<file path="src/core/timer_pkg.sv">
package timer_pkg;

	// Register word indices on the bus; byte address is four times the index
	localparam logic [7:0] RUN_CONTROL_IDX = 8'h20;
	localparam logic [7:0] PERIOD0_IDX = 8'h22;
	localparam logic [7:0] PERIOD1_IDX = 8'h23;
	localparam logic [7:0] PAIR01_IDX = 8'h24;
	localparam logic [7:0] PAIR23_IDX = 8'h25;
	localparam logic [7:0] PERIOD2_IDX = 8'h26;
	localparam logic [7:0] PERIOD3_IDX = 8'h27;
	localparam logic [7:0] FLIPFLOP_IDX = 8'h28;
	localparam logic [7:0] DOUBLE_BUF_IDX = 8'h29;
	localparam logic [7:0] SYSCLK_IDX = 8'h6e;

	// Values after reset
	localparam logic [7:0] RUN_RESET = 8'h00;
	localparam logic [7:0] MODE_RESET = 8'h00;
	localparam logic [7:0] SYSCLK_RESET = 8'ha0;
	localparam logic [7:0] FF_CTRL_RESET = 8'h00;
	localparam logic [7:0] PERIOD_RESET = 8'h00;

	// Field positions
	localparam int RUN_PRESCALER_BIT = 7;
	localparam int DBUF_ENABLE_BIT = 1;
	localparam int FF1_CMD_LSB = 0;
	localparam int FF1_EN_BIT = 2;
	localparam int FF1_SEL_BIT = 3;
	localparam int FF3_CMD_LSB = 4;
	localparam int FF3_EN_BIT = 6;
	localparam int FF3_SEL_BIT = 7;

	// Prescaler source codes
	localparam logic [1:0] SRC_GEAR = 2'h0;
	localparam logic [1:0] SRC_LOW = 2'h1;
	localparam logic [1:0] SRC_HIGH16 = 2'h2;

	// Prescaler front divider (divide by 4) and 9-bit chain with its tap masks
	localparam logic [1:0] PRE_DIV_LAST = 2'h3;
	localparam logic [8:0] TAP1_MASK = 9'h001;
	localparam logic [8:0] TAP4_MASK = 9'h007;
	localparam logic [8:0] TAP16_MASK = 9'h01f;
	localparam logic [8:0] TAP256_MASK = 9'h1ff;

	// Lower timer clock codes
	localparam logic [1:0] LCLK_EXT = 2'h0;
	localparam logic [1:0] LCLK_DIV1 = 2'h1;
	localparam logic [1:0] LCLK_DIV4 = 2'h2;
	localparam logic [1:0] LCLK_DIV16 = 2'h3;

	// Upper timer clock codes
	localparam logic [1:0] UCLK_MATCH = 2'h0;
	localparam logic [1:0] UCLK_DIV1 = 2'h1;
	localparam logic [1:0] UCLK_DIV16 = 2'h2;
	localparam logic [1:0] UCLK_DIV256 = 2'h3;

	// Pair mode codes
	localparam logic [1:0] MODE_8BIT = 2'h0;
	localparam logic [1:0] MODE_16BIT = 2'h1;
	localparam logic [1:0] MODE_PPG = 2'h2;
	localparam logic [1:0] MODE_PWM = 2'h3;

	// Flip-flop command codes; the idle code also is what the field reads back
	localparam logic [1:0] FF_TOGGLE = 2'h0;
	localparam logic [1:0] FF_CLEAR = 2'h1;
	localparam logic [1:0] FF_SET = 2'h2;
	localparam logic [1:0] FF_IDLE = 2'h3;

	// Pulse-width cycle tops for n = 6, 7, 8
	localparam logic [7:0] PWM_TOP6 = 8'h3f;
	localparam logic [7:0] PWM_TOP7 = 8'h7f;
	localparam logic [7:0] PWM_TOP8 = 8'hff;

	typedef struct packed {
		logic div1;
		logic div4;
		logic div16;
		logic div256;
	} tap_type;

endpackage : timer_pkg

</file>
<file path="src/core/prescaled_eight_bit_timers.sv">
// Design decision made here: the Avalon-MM interface to the registers.
`timescale 1ns/1ps
`default_nettype none

module prescaled_eight_bit_timers
	import timer_pkg::*;
#(
	parameter int DATA_W = 32,
	parameter int TIMER_W = 8,
	parameter int TIMERS = 4
) (
	input wire logic clock, // system clock
	input wire logic rst, // synchronous reset, active high
	input wire logic [7:0] address, // register word index
	input wire logic read, // read request
	input wire logic write, // write request
	input wire logic [DATA_W-1:0] writedata, // write data, low byte used
	input wire logic [DATA_W/8-1:0] byteenable, // byte lanes
	output logic [DATA_W-1:0] readdata, // read data
	output logic waitrequest, // stall while high
	input wire logic gear_clock_tick, // gear-derived clock enable
	input wire logic low_clock_tick, // low-frequency clock enable
	input wire logic high_div16_tick, // high clock / 16 enable
	input wire logic external_count_input, // external count pin
	output logic timer_output_pin, // second flip-flop
	output logic irq_timer0, // timer 0 interrupt pulse
	output logic irq_timer1, // timer 1 interrupt pulse
	output logic irq_timer2, // timer 2 interrupt pulse
	output logic irq_timer3, // timer 3 interrupt pulse
	output tap_type prescaler_taps // tap pulses for other timers
);

	typedef struct packed {
		logic waitrequest;
		logic [DATA_W-1:0] readdata;
		logic [7:0] run_control;
		logic [7:0] pair01_mode;
		logic [7:0] pair23_mode;
		logic [3:0][TIMER_W-1:0] period;
		logic [TIMER_W-1:0] period2_buffer;
		logic double_buffer_enable;
		logic [7:0] system_clock_control;
		logic [7:0] flipflop_control;
		logic first_flipflop;
		logic second_flipflop;
		logic [1:0] pre_div;
		logic [8:0] prescaler;
		tap_type taps;
		logic ext_prev;
		logic [3:0] irq;
	} state_type;

	state_type state_reg;
	state_type state_next;

	logic [TIMERS-1:0] ch_run;
	logic [TIMERS-1:0] ch_en;
	logic [TIMERS-1:0] ch_clear;
	logic [TIMERS-1:0] ch_hit;
	logic [TIMERS-1:0] ch_ovf;
	logic [TIMERS-1:0][TIMER_W-1:0] ch_count;

	genvar gi;
	generate
		for (gi = 0; gi < TIMERS; gi++) begin : g_timer
			timer_channel #(
				.WIDTH(TIMER_W)
			) u_channel (
				.clock(clock),
				.rst(rst),
				.run(ch_run[gi]),
				.count_en(ch_en[gi]),
				.clear(ch_clear[gi]),
				.period(state_reg.period[gi]),
				.count(ch_count[gi]),
				.hit(ch_hit[gi]),
				.overflow(ch_ovf[gi])
			);
		end
	endgenerate

	assign readdata = state_reg.readdata;
	assign waitrequest = state_reg.waitrequest;
	assign timer_output_pin = state_reg.second_flipflop;
	assign irq_timer0 = state_reg.irq[0];
	assign irq_timer1 = state_reg.irq[1];
	assign irq_timer2 = state_reg.irq[2];
	assign irq_timer3 = state_reg.irq[3];
	assign prescaler_taps = state_reg.taps;

	// Each timer's run bit gates its counter directly
	always_comb begin
		for (int i = 0; i < TIMERS; i++) begin
			ch_run[i] = state_reg.run_control[i];
		end
	end

	// Count pulses; kept apart from the main process so that the lower hit
	// feeding the upper enable never looks like a loop
	always_comb begin
		logic [7:0] mode;
		logic ext_edge;
		logic lo_tick;
		logic hi_tick;
		mode = '0;
		ext_edge = external_count_input && !state_reg.ext_prev;
		lo_tick = 1'b0;
		hi_tick = 1'b0;
		ch_en = '0;
		for (int p = 0; p < 2; p++) begin
			mode = (p == 0) ? state_reg.pair01_mode : state_reg.pair23_mode;
			case (mode[1:0])
				LCLK_EXT: begin
					lo_tick = (p == 0) && ext_edge;
				end
				LCLK_DIV1: begin
					lo_tick = state_reg.taps.div1;
				end
				LCLK_DIV4: begin
					lo_tick = state_reg.taps.div4;
				end
				default: begin
					lo_tick = state_reg.taps.div16;
				end
			endcase
			if (mode[7:6] == MODE_16BIT) begin
				hi_tick = ch_ovf[2 * p];
			end else begin
				case (mode[3:2])
					UCLK_MATCH: begin
						hi_tick = ch_hit[2 * p];
					end
					UCLK_DIV1: begin
						hi_tick = state_reg.taps.div1;
					end
					UCLK_DIV16: begin
						hi_tick = state_reg.taps.div16;
					end
					default: begin
						hi_tick = state_reg.taps.div256;
					end
				endcase
			end
			ch_en[2 * p] = lo_tick;
			ch_en[2 * p + 1] = hi_tick;
		end
	end

	always_comb begin
		logic bus_write;
		logic bus_read_start;
		logic [7:0] wbyte;
		logic [7:0] rbyte;
		logic src_tick;
		logic [7:0] mode;
		logic pair_match;
		logic lo_match;
		logic hi_match;
		logic [1:0] toggle;
		logic cycle_end;
		logic [7:0] pwm_top;
		logic [1:0] cmd;
		state_next = state_reg;
		bus_write = write && !state_reg.waitrequest && byteenable[0];
		bus_read_start = read && state_reg.waitrequest;
		wbyte = writedata[7:0];
		rbyte = 8'h00;
		src_tick = 1'b0;
		mode = '0;
		pair_match = 1'b0;
		lo_match = 1'b0;
		hi_match = 1'b0;
		toggle = '0;
		cycle_end = 1'b0;
		pwm_top = PWM_TOP8;
		cmd = FF_IDLE;
		ch_clear = '0;

		// Bus slave: one wait cycle, then the request completes
		state_next.waitrequest = 1'b1;
		if ((read || write) && state_reg.waitrequest) begin
			state_next.waitrequest = 1'b0;
		end
		case (address)
			RUN_CONTROL_IDX: begin
				rbyte = {state_reg.run_control[7], 1'b1, state_reg.run_control[5:0]};
			end
			PAIR01_IDX: begin
				rbyte = state_reg.pair01_mode;
			end
			PAIR23_IDX: begin
				rbyte = state_reg.pair23_mode;
			end
			DOUBLE_BUF_IDX: begin
				rbyte = {6'h00, state_reg.double_buffer_enable, 1'b0};
			end
			SYSCLK_IDX: begin
				rbyte = state_reg.system_clock_control;
			end
			FLIPFLOP_IDX: begin
				rbyte = {state_reg.flipflop_control[7:6], FF_IDLE,
					state_reg.flipflop_control[3:2], FF_IDLE};
			end
			default: begin
				rbyte = 8'h00;
			end
		endcase
		if (bus_read_start) begin
			state_next.readdata = {{(DATA_W - 8){1'b0}}, rbyte};
		end

		// Prescaler: source pick, divide by four, then the 9-bit chain
		case (state_reg.system_clock_control[1:0])
			SRC_GEAR: begin
				src_tick = gear_clock_tick;
			end
			SRC_LOW: begin
				src_tick = low_clock_tick;
			end
			SRC_HIGH16: begin
				src_tick = high_div16_tick;
			end
			default: begin
				src_tick = 1'b0;
			end
		endcase
		state_next.taps = '0;
		if (!state_reg.run_control[RUN_PRESCALER_BIT]) begin
			state_next.pre_div = '0;
			state_next.prescaler = '0;
		end else if (src_tick) begin
			state_next.pre_div = 2'(state_reg.pre_div + 1'b1);
			if (state_reg.pre_div == PRE_DIV_LAST) begin
				state_next.prescaler = 9'(state_reg.prescaler + 1'b1);
				// Carry out of the low bits gives each tap one pulse per period
				state_next.taps.div1 = (state_reg.prescaler & TAP1_MASK) == TAP1_MASK;
				state_next.taps.div4 = (state_reg.prescaler & TAP4_MASK) == TAP4_MASK;
				state_next.taps.div16 = (state_reg.prescaler & TAP16_MASK) == TAP16_MASK;
				state_next.taps.div256 = state_reg.prescaler == TAP256_MASK;
			end
		end
		state_next.ext_prev = external_count_input;

		// Comparators and cascading, one pass per pair
		state_next.irq = '0;
		for (int p = 0; p < 2; p++) begin
			mode = (p == 0) ? state_reg.pair01_mode : state_reg.pair23_mode;
			if (mode[7:6] == MODE_16BIT) begin
				// Both halves must agree; the zero-period low half matches on wrap,
				// which is also when the upper half steps
				pair_match = ch_hit[2 * p] && ((state_reg.period[2 * p] == '0)
					? (TIMER_W'(ch_count[2 * p + 1] + 1'b1) == state_reg.period[2 * p + 1])
					: (ch_count[2 * p + 1] == state_reg.period[2 * p + 1]));
				ch_clear[2 * p] = pair_match;
				ch_clear[2 * p + 1] = pair_match;
				state_next.irq[2 * p + 1] = pair_match;
				lo_match = pair_match;
				hi_match = pair_match;
			end else begin
				ch_clear[2 * p] = ch_hit[2 * p];
				ch_clear[2 * p + 1] = ch_hit[2 * p + 1];
				state_next.irq[2 * p] = ch_hit[2 * p];
				state_next.irq[2 * p + 1] = ch_hit[2 * p + 1];
				lo_match = ch_hit[2 * p];
				hi_match = ch_hit[2 * p + 1];
			end
			if (p == 0) begin
				toggle[p] = state_reg.flipflop_control[FF1_EN_BIT]
					&& (state_reg.flipflop_control[FF1_SEL_BIT] ? hi_match : lo_match);
			end else begin
				toggle[p] = state_reg.flipflop_control[FF3_EN_BIT]
					&& (state_reg.flipflop_control[FF3_SEL_BIT] ? hi_match : lo_match);
			end
		end

		// Pulse modes of timer 2: the cycle end restarts the counter and is
		// the only moment the buffered period may change
		case (state_reg.pair23_mode[5:4])
			2'h1: begin
				pwm_top = PWM_TOP6;
			end
			2'h2: begin
				pwm_top = PWM_TOP7;
			end
			default: begin
				pwm_top = PWM_TOP8;
			end
		endcase
		if (state_reg.pair23_mode[7:6] == MODE_PPG) begin
			cycle_end = ch_en[2]
				&& (TIMER_W'(ch_count[2] + 1'b1) == state_reg.period[3]);
			ch_clear[2] = cycle_end;
		end else if (state_reg.pair23_mode[7:6] == MODE_PWM) begin
			cycle_end = ch_en[2] && (ch_count[2] == pwm_top);
			ch_clear[2] = cycle_end;
		end
		if (state_reg.double_buffer_enable && cycle_end) begin
			state_next.period[2] = state_reg.period2_buffer;
		end

		// Register writes
		if (bus_write) begin
			case (address)
				RUN_CONTROL_IDX: begin
					state_next.run_control = {wbyte[7], 1'b0, wbyte[5:0]};
				end
				PERIOD0_IDX: begin
					state_next.period[0] = wbyte;
				end
				PERIOD1_IDX: begin
					state_next.period[1] = wbyte;
				end
				PERIOD2_IDX: begin
					state_next.period2_buffer = wbyte;
					if (!state_reg.double_buffer_enable) begin
						state_next.period[2] = wbyte;
					end
				end
				PERIOD3_IDX: begin
					state_next.period[3] = wbyte;
				end
				PAIR01_IDX: begin
					state_next.pair01_mode = wbyte;
				end
				PAIR23_IDX: begin
					state_next.pair23_mode = wbyte;
				end
				DOUBLE_BUF_IDX: begin
					state_next.double_buffer_enable = wbyte[DBUF_ENABLE_BIT];
				end
				SYSCLK_IDX: begin
					state_next.system_clock_control = wbyte;
				end
				FLIPFLOP_IDX: begin
					state_next.flipflop_control = {wbyte[7:6], 2'h0, wbyte[3:2], 2'h0};
				end
				default: begin
					state_next.run_control = state_reg.run_control;
				end
			endcase
		end

		// Flip-flops: a software command in the same cycle as a match wins,
		// since software asked for a definite level
		cmd = (bus_write && address == FLIPFLOP_IDX) ? wbyte[FF1_CMD_LSB +: 2] : FF_IDLE;
		case (cmd)
			FF_CLEAR: begin
				state_next.first_flipflop = 1'b0;
			end
			FF_SET: begin
				state_next.first_flipflop = 1'b1;
			end
			FF_TOGGLE: begin
				state_next.first_flipflop = !state_reg.first_flipflop;
			end
			default: begin
				if (toggle[0]) begin
					state_next.first_flipflop = !state_reg.first_flipflop;
				end
			end
		endcase
		cmd = (bus_write && address == FLIPFLOP_IDX) ? wbyte[FF3_CMD_LSB +: 2] : FF_IDLE;
		case (cmd)
			FF_CLEAR: begin
				state_next.second_flipflop = 1'b0;
			end
			FF_SET: begin
				state_next.second_flipflop = 1'b1;
			end
			FF_TOGGLE: begin
				state_next.second_flipflop = !state_reg.second_flipflop;
			end
			default: begin
				if (toggle[1]) begin
					state_next.second_flipflop = !state_reg.second_flipflop;
				end
			end
		endcase
	end

	always_ff @(posedge clock) begin
		if (rst) begin
			state_reg.waitrequest <= 1'b1;
			state_reg.readdata <= '0;
			state_reg.run_control <= RUN_RESET;
			state_reg.pair01_mode <= MODE_RESET;
			state_reg.pair23_mode <= MODE_RESET;
			state_reg.period <= {4{PERIOD_RESET}};
			state_reg.period2_buffer <= PERIOD_RESET;
			state_reg.double_buffer_enable <= 1'b0;
			state_reg.system_clock_control <= SYSCLK_RESET;
			state_reg.flipflop_control <= FF_CTRL_RESET;
			// Documented as undefined; held at zero so the pin is never unknown
			state_reg.first_flipflop <= 1'b0;
			state_reg.second_flipflop <= 1'b0;
			state_reg.pre_div <= '0;
			state_reg.prescaler <= '0;
			state_reg.taps <= '0;
			state_reg.ext_prev <= 1'b0;
			state_reg.irq <= '0;
		end else begin
			state_reg <= state_next;
		end
	end

endmodule : prescaled_eight_bit_timers

`default_nettype wire

</file>
<file path="src/core/timer_channel.sv">
`timescale 1ns/1ps
`default_nettype none

module timer_channel #(
	parameter int WIDTH = 8
) (
	input wire logic clock, // system clock
	input wire logic rst, // synchronous reset
	input wire logic run, // 0 holds the counter at zero
	input wire logic count_en, // one-cycle count pulse
	input wire logic clear, // clear instead of counting
	input wire logic [WIDTH-1:0] period, // compare value
	output logic [WIDTH-1:0] count, // counter value
	output logic hit, // counter reaches the period on this pulse
	output logic overflow // counter wraps on this pulse
);

	typedef struct packed {
		logic [WIDTH-1:0] count;
	} channel_state_type;

	channel_state_type state_reg;
	channel_state_type state_next;

	assign count = state_reg.count;
	// A zero period means a full wrap of the counter
	assign overflow = count_en && (&state_reg.count);
	assign hit = count_en && ((period == '0) ? (&state_reg.count)
		: (WIDTH'(state_reg.count + 1'b1) == period));

	always_comb begin
		state_next = state_reg;
		if (!run) begin
			state_next.count = '0;
		end else if (clear) begin
			state_next.count = '0;
		end else if (count_en) begin
			state_next.count = WIDTH'(state_reg.count + 1'b1);
		end
	end

	always_ff @(posedge clock) begin
		if (rst) begin
			state_reg <= '0;
		end else begin
			state_reg <= state_next;
		end
	end

endmodule : timer_channel

`default_nettype wire

</file>
<file path="config.mk">
export PLATFORM = sky130hd
export DESIGN_NAME = prescaled_eight_bit_timers
export DESIGN_NICKNAME = d
export VERILOG_FILES = /design/src/core/timer_pkg.sv /design/src/core/prescaled_eight_bit_timers.sv /design/src/core/timer_channel.sv
export SDC_FILE = /design/constraint.sdc
export NUM_CORES = 1
export LEC_CHECK = 0
export ABC_AREA = 0
export BUFFER_PORTS_ARGS = -buffer_cell sky130_fd_sc_hd__buf_4
export CAP_MARGIN = 20
export CELL_PAD_IN_SITES_DETAIL_PLACEMENT = 2
export CELL_PAD_IN_SITES_GLOBAL_PLACEMENT = 2
export CORE_MARGIN = 5
export CORE_UTILIZATION = 28
export CTS_BUF_LIST = sky130_fd_sc_hd__clkbuf_2 sky130_fd_sc_hd__clkbuf_4 sky130_fd_sc_hd__clkbuf_8
export DETAILED_ROUTE_END_ITERATION = 12
export PLACE_DENSITY_LB_ADDON = 0.2
export SKIP_CTS_REPAIR_TIMING = 1
export SLEW_MARGIN = 20
export SYNTH_ARGS = -nofsm -noshare
export SYNTH_HDL_FRONTEND = slang
export SYNTH_SLANG_ARGS = --single-unit
</file>
<file path="constraint.sdc">
create_clock -name clock -period 7.8 [get_ports clock]
set_clock_uncertainty 0.2 [all_clocks]
set_input_delay 0.78 -clock clock [delete_from_list [all_inputs] [get_ports clock]]
set_output_delay 0.78 -clock clock [all_outputs]
set_load 0.005 [all_outputs]
</file>
==> impl_metrics.env <==
export IMPL_dp_hpwl_mm=17.6
export IMPL_rr_worst_depth=9
export IMPL_grt_max_degree=42
export IMPL_path_cells="buf_4 > or4b_1 > nor3_1 > and2_1 > nand2_1 > or2_2 > ha_1 > nor3b_1 > o21ai_0 > o311ai_1"
export IMPL_clockBufferDepth=2
export IMPL_grt_antenna_before_repair=0
export IMPL_p_leak_nw=3.14
export IMPL_asyncSetResetFlopFracSynth=0
export IMPL_grt_total_usage=0.158
export IMPL_rrSetupSlack_ps=4490
export IMPL_largest_reg_flops=84
export IMPL_cts_max_level=4
export IMPL_drive_above_1_share=0.113
export IMPL_die_y_um=175
export IMPL_cts_sink_count=138
export IMPL_worstSetupPathDepth=10
export IMPL_seq_area_frac_synth=0.361
export IMPL_setup_viol=0
export IMPL_startpoint_type="primary input"
export IMPL_slowest_delay_ps=630
export IMPL_drt_iter0_drc=298
export IMPL_drt_vias_per_instance=5.07
export IMPL_hold_path_class="reg2reg"
export IMPL_tns_ps=0
export IMPL_routabilityCongestion=0.782
export IMPL_finalCriticalPeriod_ps=3500
export IMPL_startpoint="address[4]"
export IMPL_die_area_um2=30700
export IMPL_irDropWorstVdd_mv=0.0910
export IMPL_cp_num_buf_inv=1
export IMPL_grt_overflow=0
export IMPL_synthTopCellsByCount="dfxtp_1 (138), nor2_1 (116), mux2i_1 (87)"
export IMPL_n_antenna_cell=0
export IMPL_rows=60
export IMPL_synth_edf_count=0
export IMPL_die_width_um=175
export IMPL_final_area_um2=8460
export IMPL_finalWirelength_mm=24.0
export IMPL_reg2reg_to="g_timer[3].u_channel.count[5]"
export IMPL_ys_ff_latch=138
export IMPL_route_detailed_wl_per_inst_um=19.3
export IMPL_final_nets=954
export IMPL_synth_top_area_frac=0.361
export IMPL_path_class="in2reg"
export IMPL_synthTopCellsByArea="dfxtp_1 (36%), mux2i_1 (11%), nor2_1 (5.7%)"
export IMPL_r2r_start="g_timer[2].u_channel.count[0]"
export IMPL_critPathTopFamily="simple AND/OR/NAND/NOR gates"
export IMPL_p_per_area_nw_per_um2=164
export IMPL_vias=6307
export IMPL_yosysTopAreaCell="dfxtp_1"
export IMPL_hold_depth=2
export IMPL_place_area_um2=8050
export IMPL_cts_root_buf="clkbuf_8"
export IMPL_coreArea_um2=27000
export IMPL_cap_violations=0
export IMPL_first_global_vias=6651
export IMPL_drc=0
export IMPL_syn2layout_area_growth_pct=10.6
export IMPL_clk_latency_ps=480
export IMPL_synth_avg_cell_area_um2=8.69
export IMPL_cts_buffers=17
export IMPL_ios=94
export IMPL_start_util=0.284
export IMPL_synthCells=880
export IMPL_grt_pass1_wl_mm=38.2
export IMPL_path_clk_slew_ps=110
export IMPL_crit_end="timer_output_pin"
export IMPL_rsz0062_at_grt="no"
export IMPL_yosysMostFrequentCell="dfxtp_1"
export IMPL_io_buffers=42
export IMPL_crit_required_ps=7940
export IMPL_report_final_slew_viol_count=0
export IMPL_slowest_stage="or4b_1"
export IMPL_synth_warnings=0
export IMPL_cts_tree="built"
export IMPL_max_clock_freq_ghz=0.285
export IMPL_worstSetupEndpointType="flop"
export IMPL_drt_first_pass_iters=4
export IMPL_synth_ff_type="dfxtp_1"
export IMPL_synth_cell_type_count=74
export IMPL_hold_viol=0
export IMPL_tightest_slew_ps=967
export IMPL_antenna_left=0
export IMPL_critPathArrivalTime_ps=3650
export IMPL_outcome="finished, final reports clean"
export IMPL_period_share=0.449
export IMPL_max_slew_margin_rel=0.352
export IMPL_fillCellCount=3050
export IMPL_synth_area_um2=7650
export IMPL_cp_max_fo=9
-- power by group --
part / leakage, nW / switching (mW) / total (mW) / internal, mW
Combinational: 1.83 / 0.0370 / 0.0526 / 0.0155
Sequential: 1.11 / 0.00100 / 0.706 / 0.705
Clock: 0.205 / 0.356 / 0.627 / 0.271
-- logic make-up after synthesis --
| kind of cell | count (synthesis) | synth area share |
|---|---|---|
| and+or+nand+nor | 333 | 0.210 |
| DFF | 138 | 0.361 |
| AOI/OAI and AO/OA | 132 | 0.118 |
| muxes | 92 | 0.123 |
| buffers and inverters | 91 | 0.0654 |
| xor gates and xnor gates | 81 | 0.103 |
| adders and majority gates | 12 | 0.0196 |
| other | 1 | 0.000490 |
-- layout make-up --
class / instances / area [um2] / share of cell area
inverter: 14 / 52.6 / 0.00621
multi-input combinational: 674 / 4470 / 0.529
clock inverter: 15 / 176 / 0.0208
timing repair buffer: 45 / 338 / 0.0399
tap: 341 / 427 / 0.0504
clock buffer: 17 / 234 / 0.0276
sequential: 138 / 2760 / 0.326
-- through the flow --
step | utilization | std cells | power, mW | hold WS [ps] | worst slack, ps
2_1_floorplan | - | 903 | 0.758 | 236 | 4490
3_3_place_gp | 0.299 | 1212 | 0.775 | 249 | 3880
3_5_place_dp | 0.299 | 1212 | 0.776 | 256 | 3860
4_1_cts | 0.314 | 1244 | 1.41 | 274 | 4320
5_1_grt | 0.314 | 1244 | 1.44 | 288 | 4050
6_report | 0.314 | 1244 | 1.39 | 273 | 4300
-- how the worst min path moves through the flow --
stage | start | to
3_5_place_dp | state_reg[24] | state_reg[24]
5_1_grt | write | waitrequest
2_1_floorplan | state_reg[24] | state_reg[24]
3_3_place_gp | state_reg[25] | state_reg[25]
4_1_cts | state_reg[24] | state_reg[24]
6_report | state_reg[17] | state_reg[17]
-- placed cells by master (no fill, tap or decap), drive strengths merged, types with 6 or more instances in the layout --
master    n
dfxtp   138
nor2    118
mux2i    87
nand2    73
a21oi    48
buf      45
xnor2    41
xor2     35
nor3     33
conb     24
nand3    22
inv      22
o21ai    19
clkbuf   17
nor4     14
and2     12
ha       12
nand4    11
a211oi    9
a221oi    8
or3       8
nand2b    8
a31oi     7
nor2b     6
and3      6
-- metal layers --
metal,GRT usage,wire length [um],up-vias
li1,-,-,3056
met1,0.222,12300,3146
met2,0.250,10800,86
met5,0,0,-
met4,0.0409,329,0
met3,0.0291,537,19
-- tightest hold or removal path: stages (launching register included) --
cell and delay, ps:
dfxtp_1 330, nand2_1 60, a21oi_1 50
No activity file was read; power rests on OpenSTA's default activity.
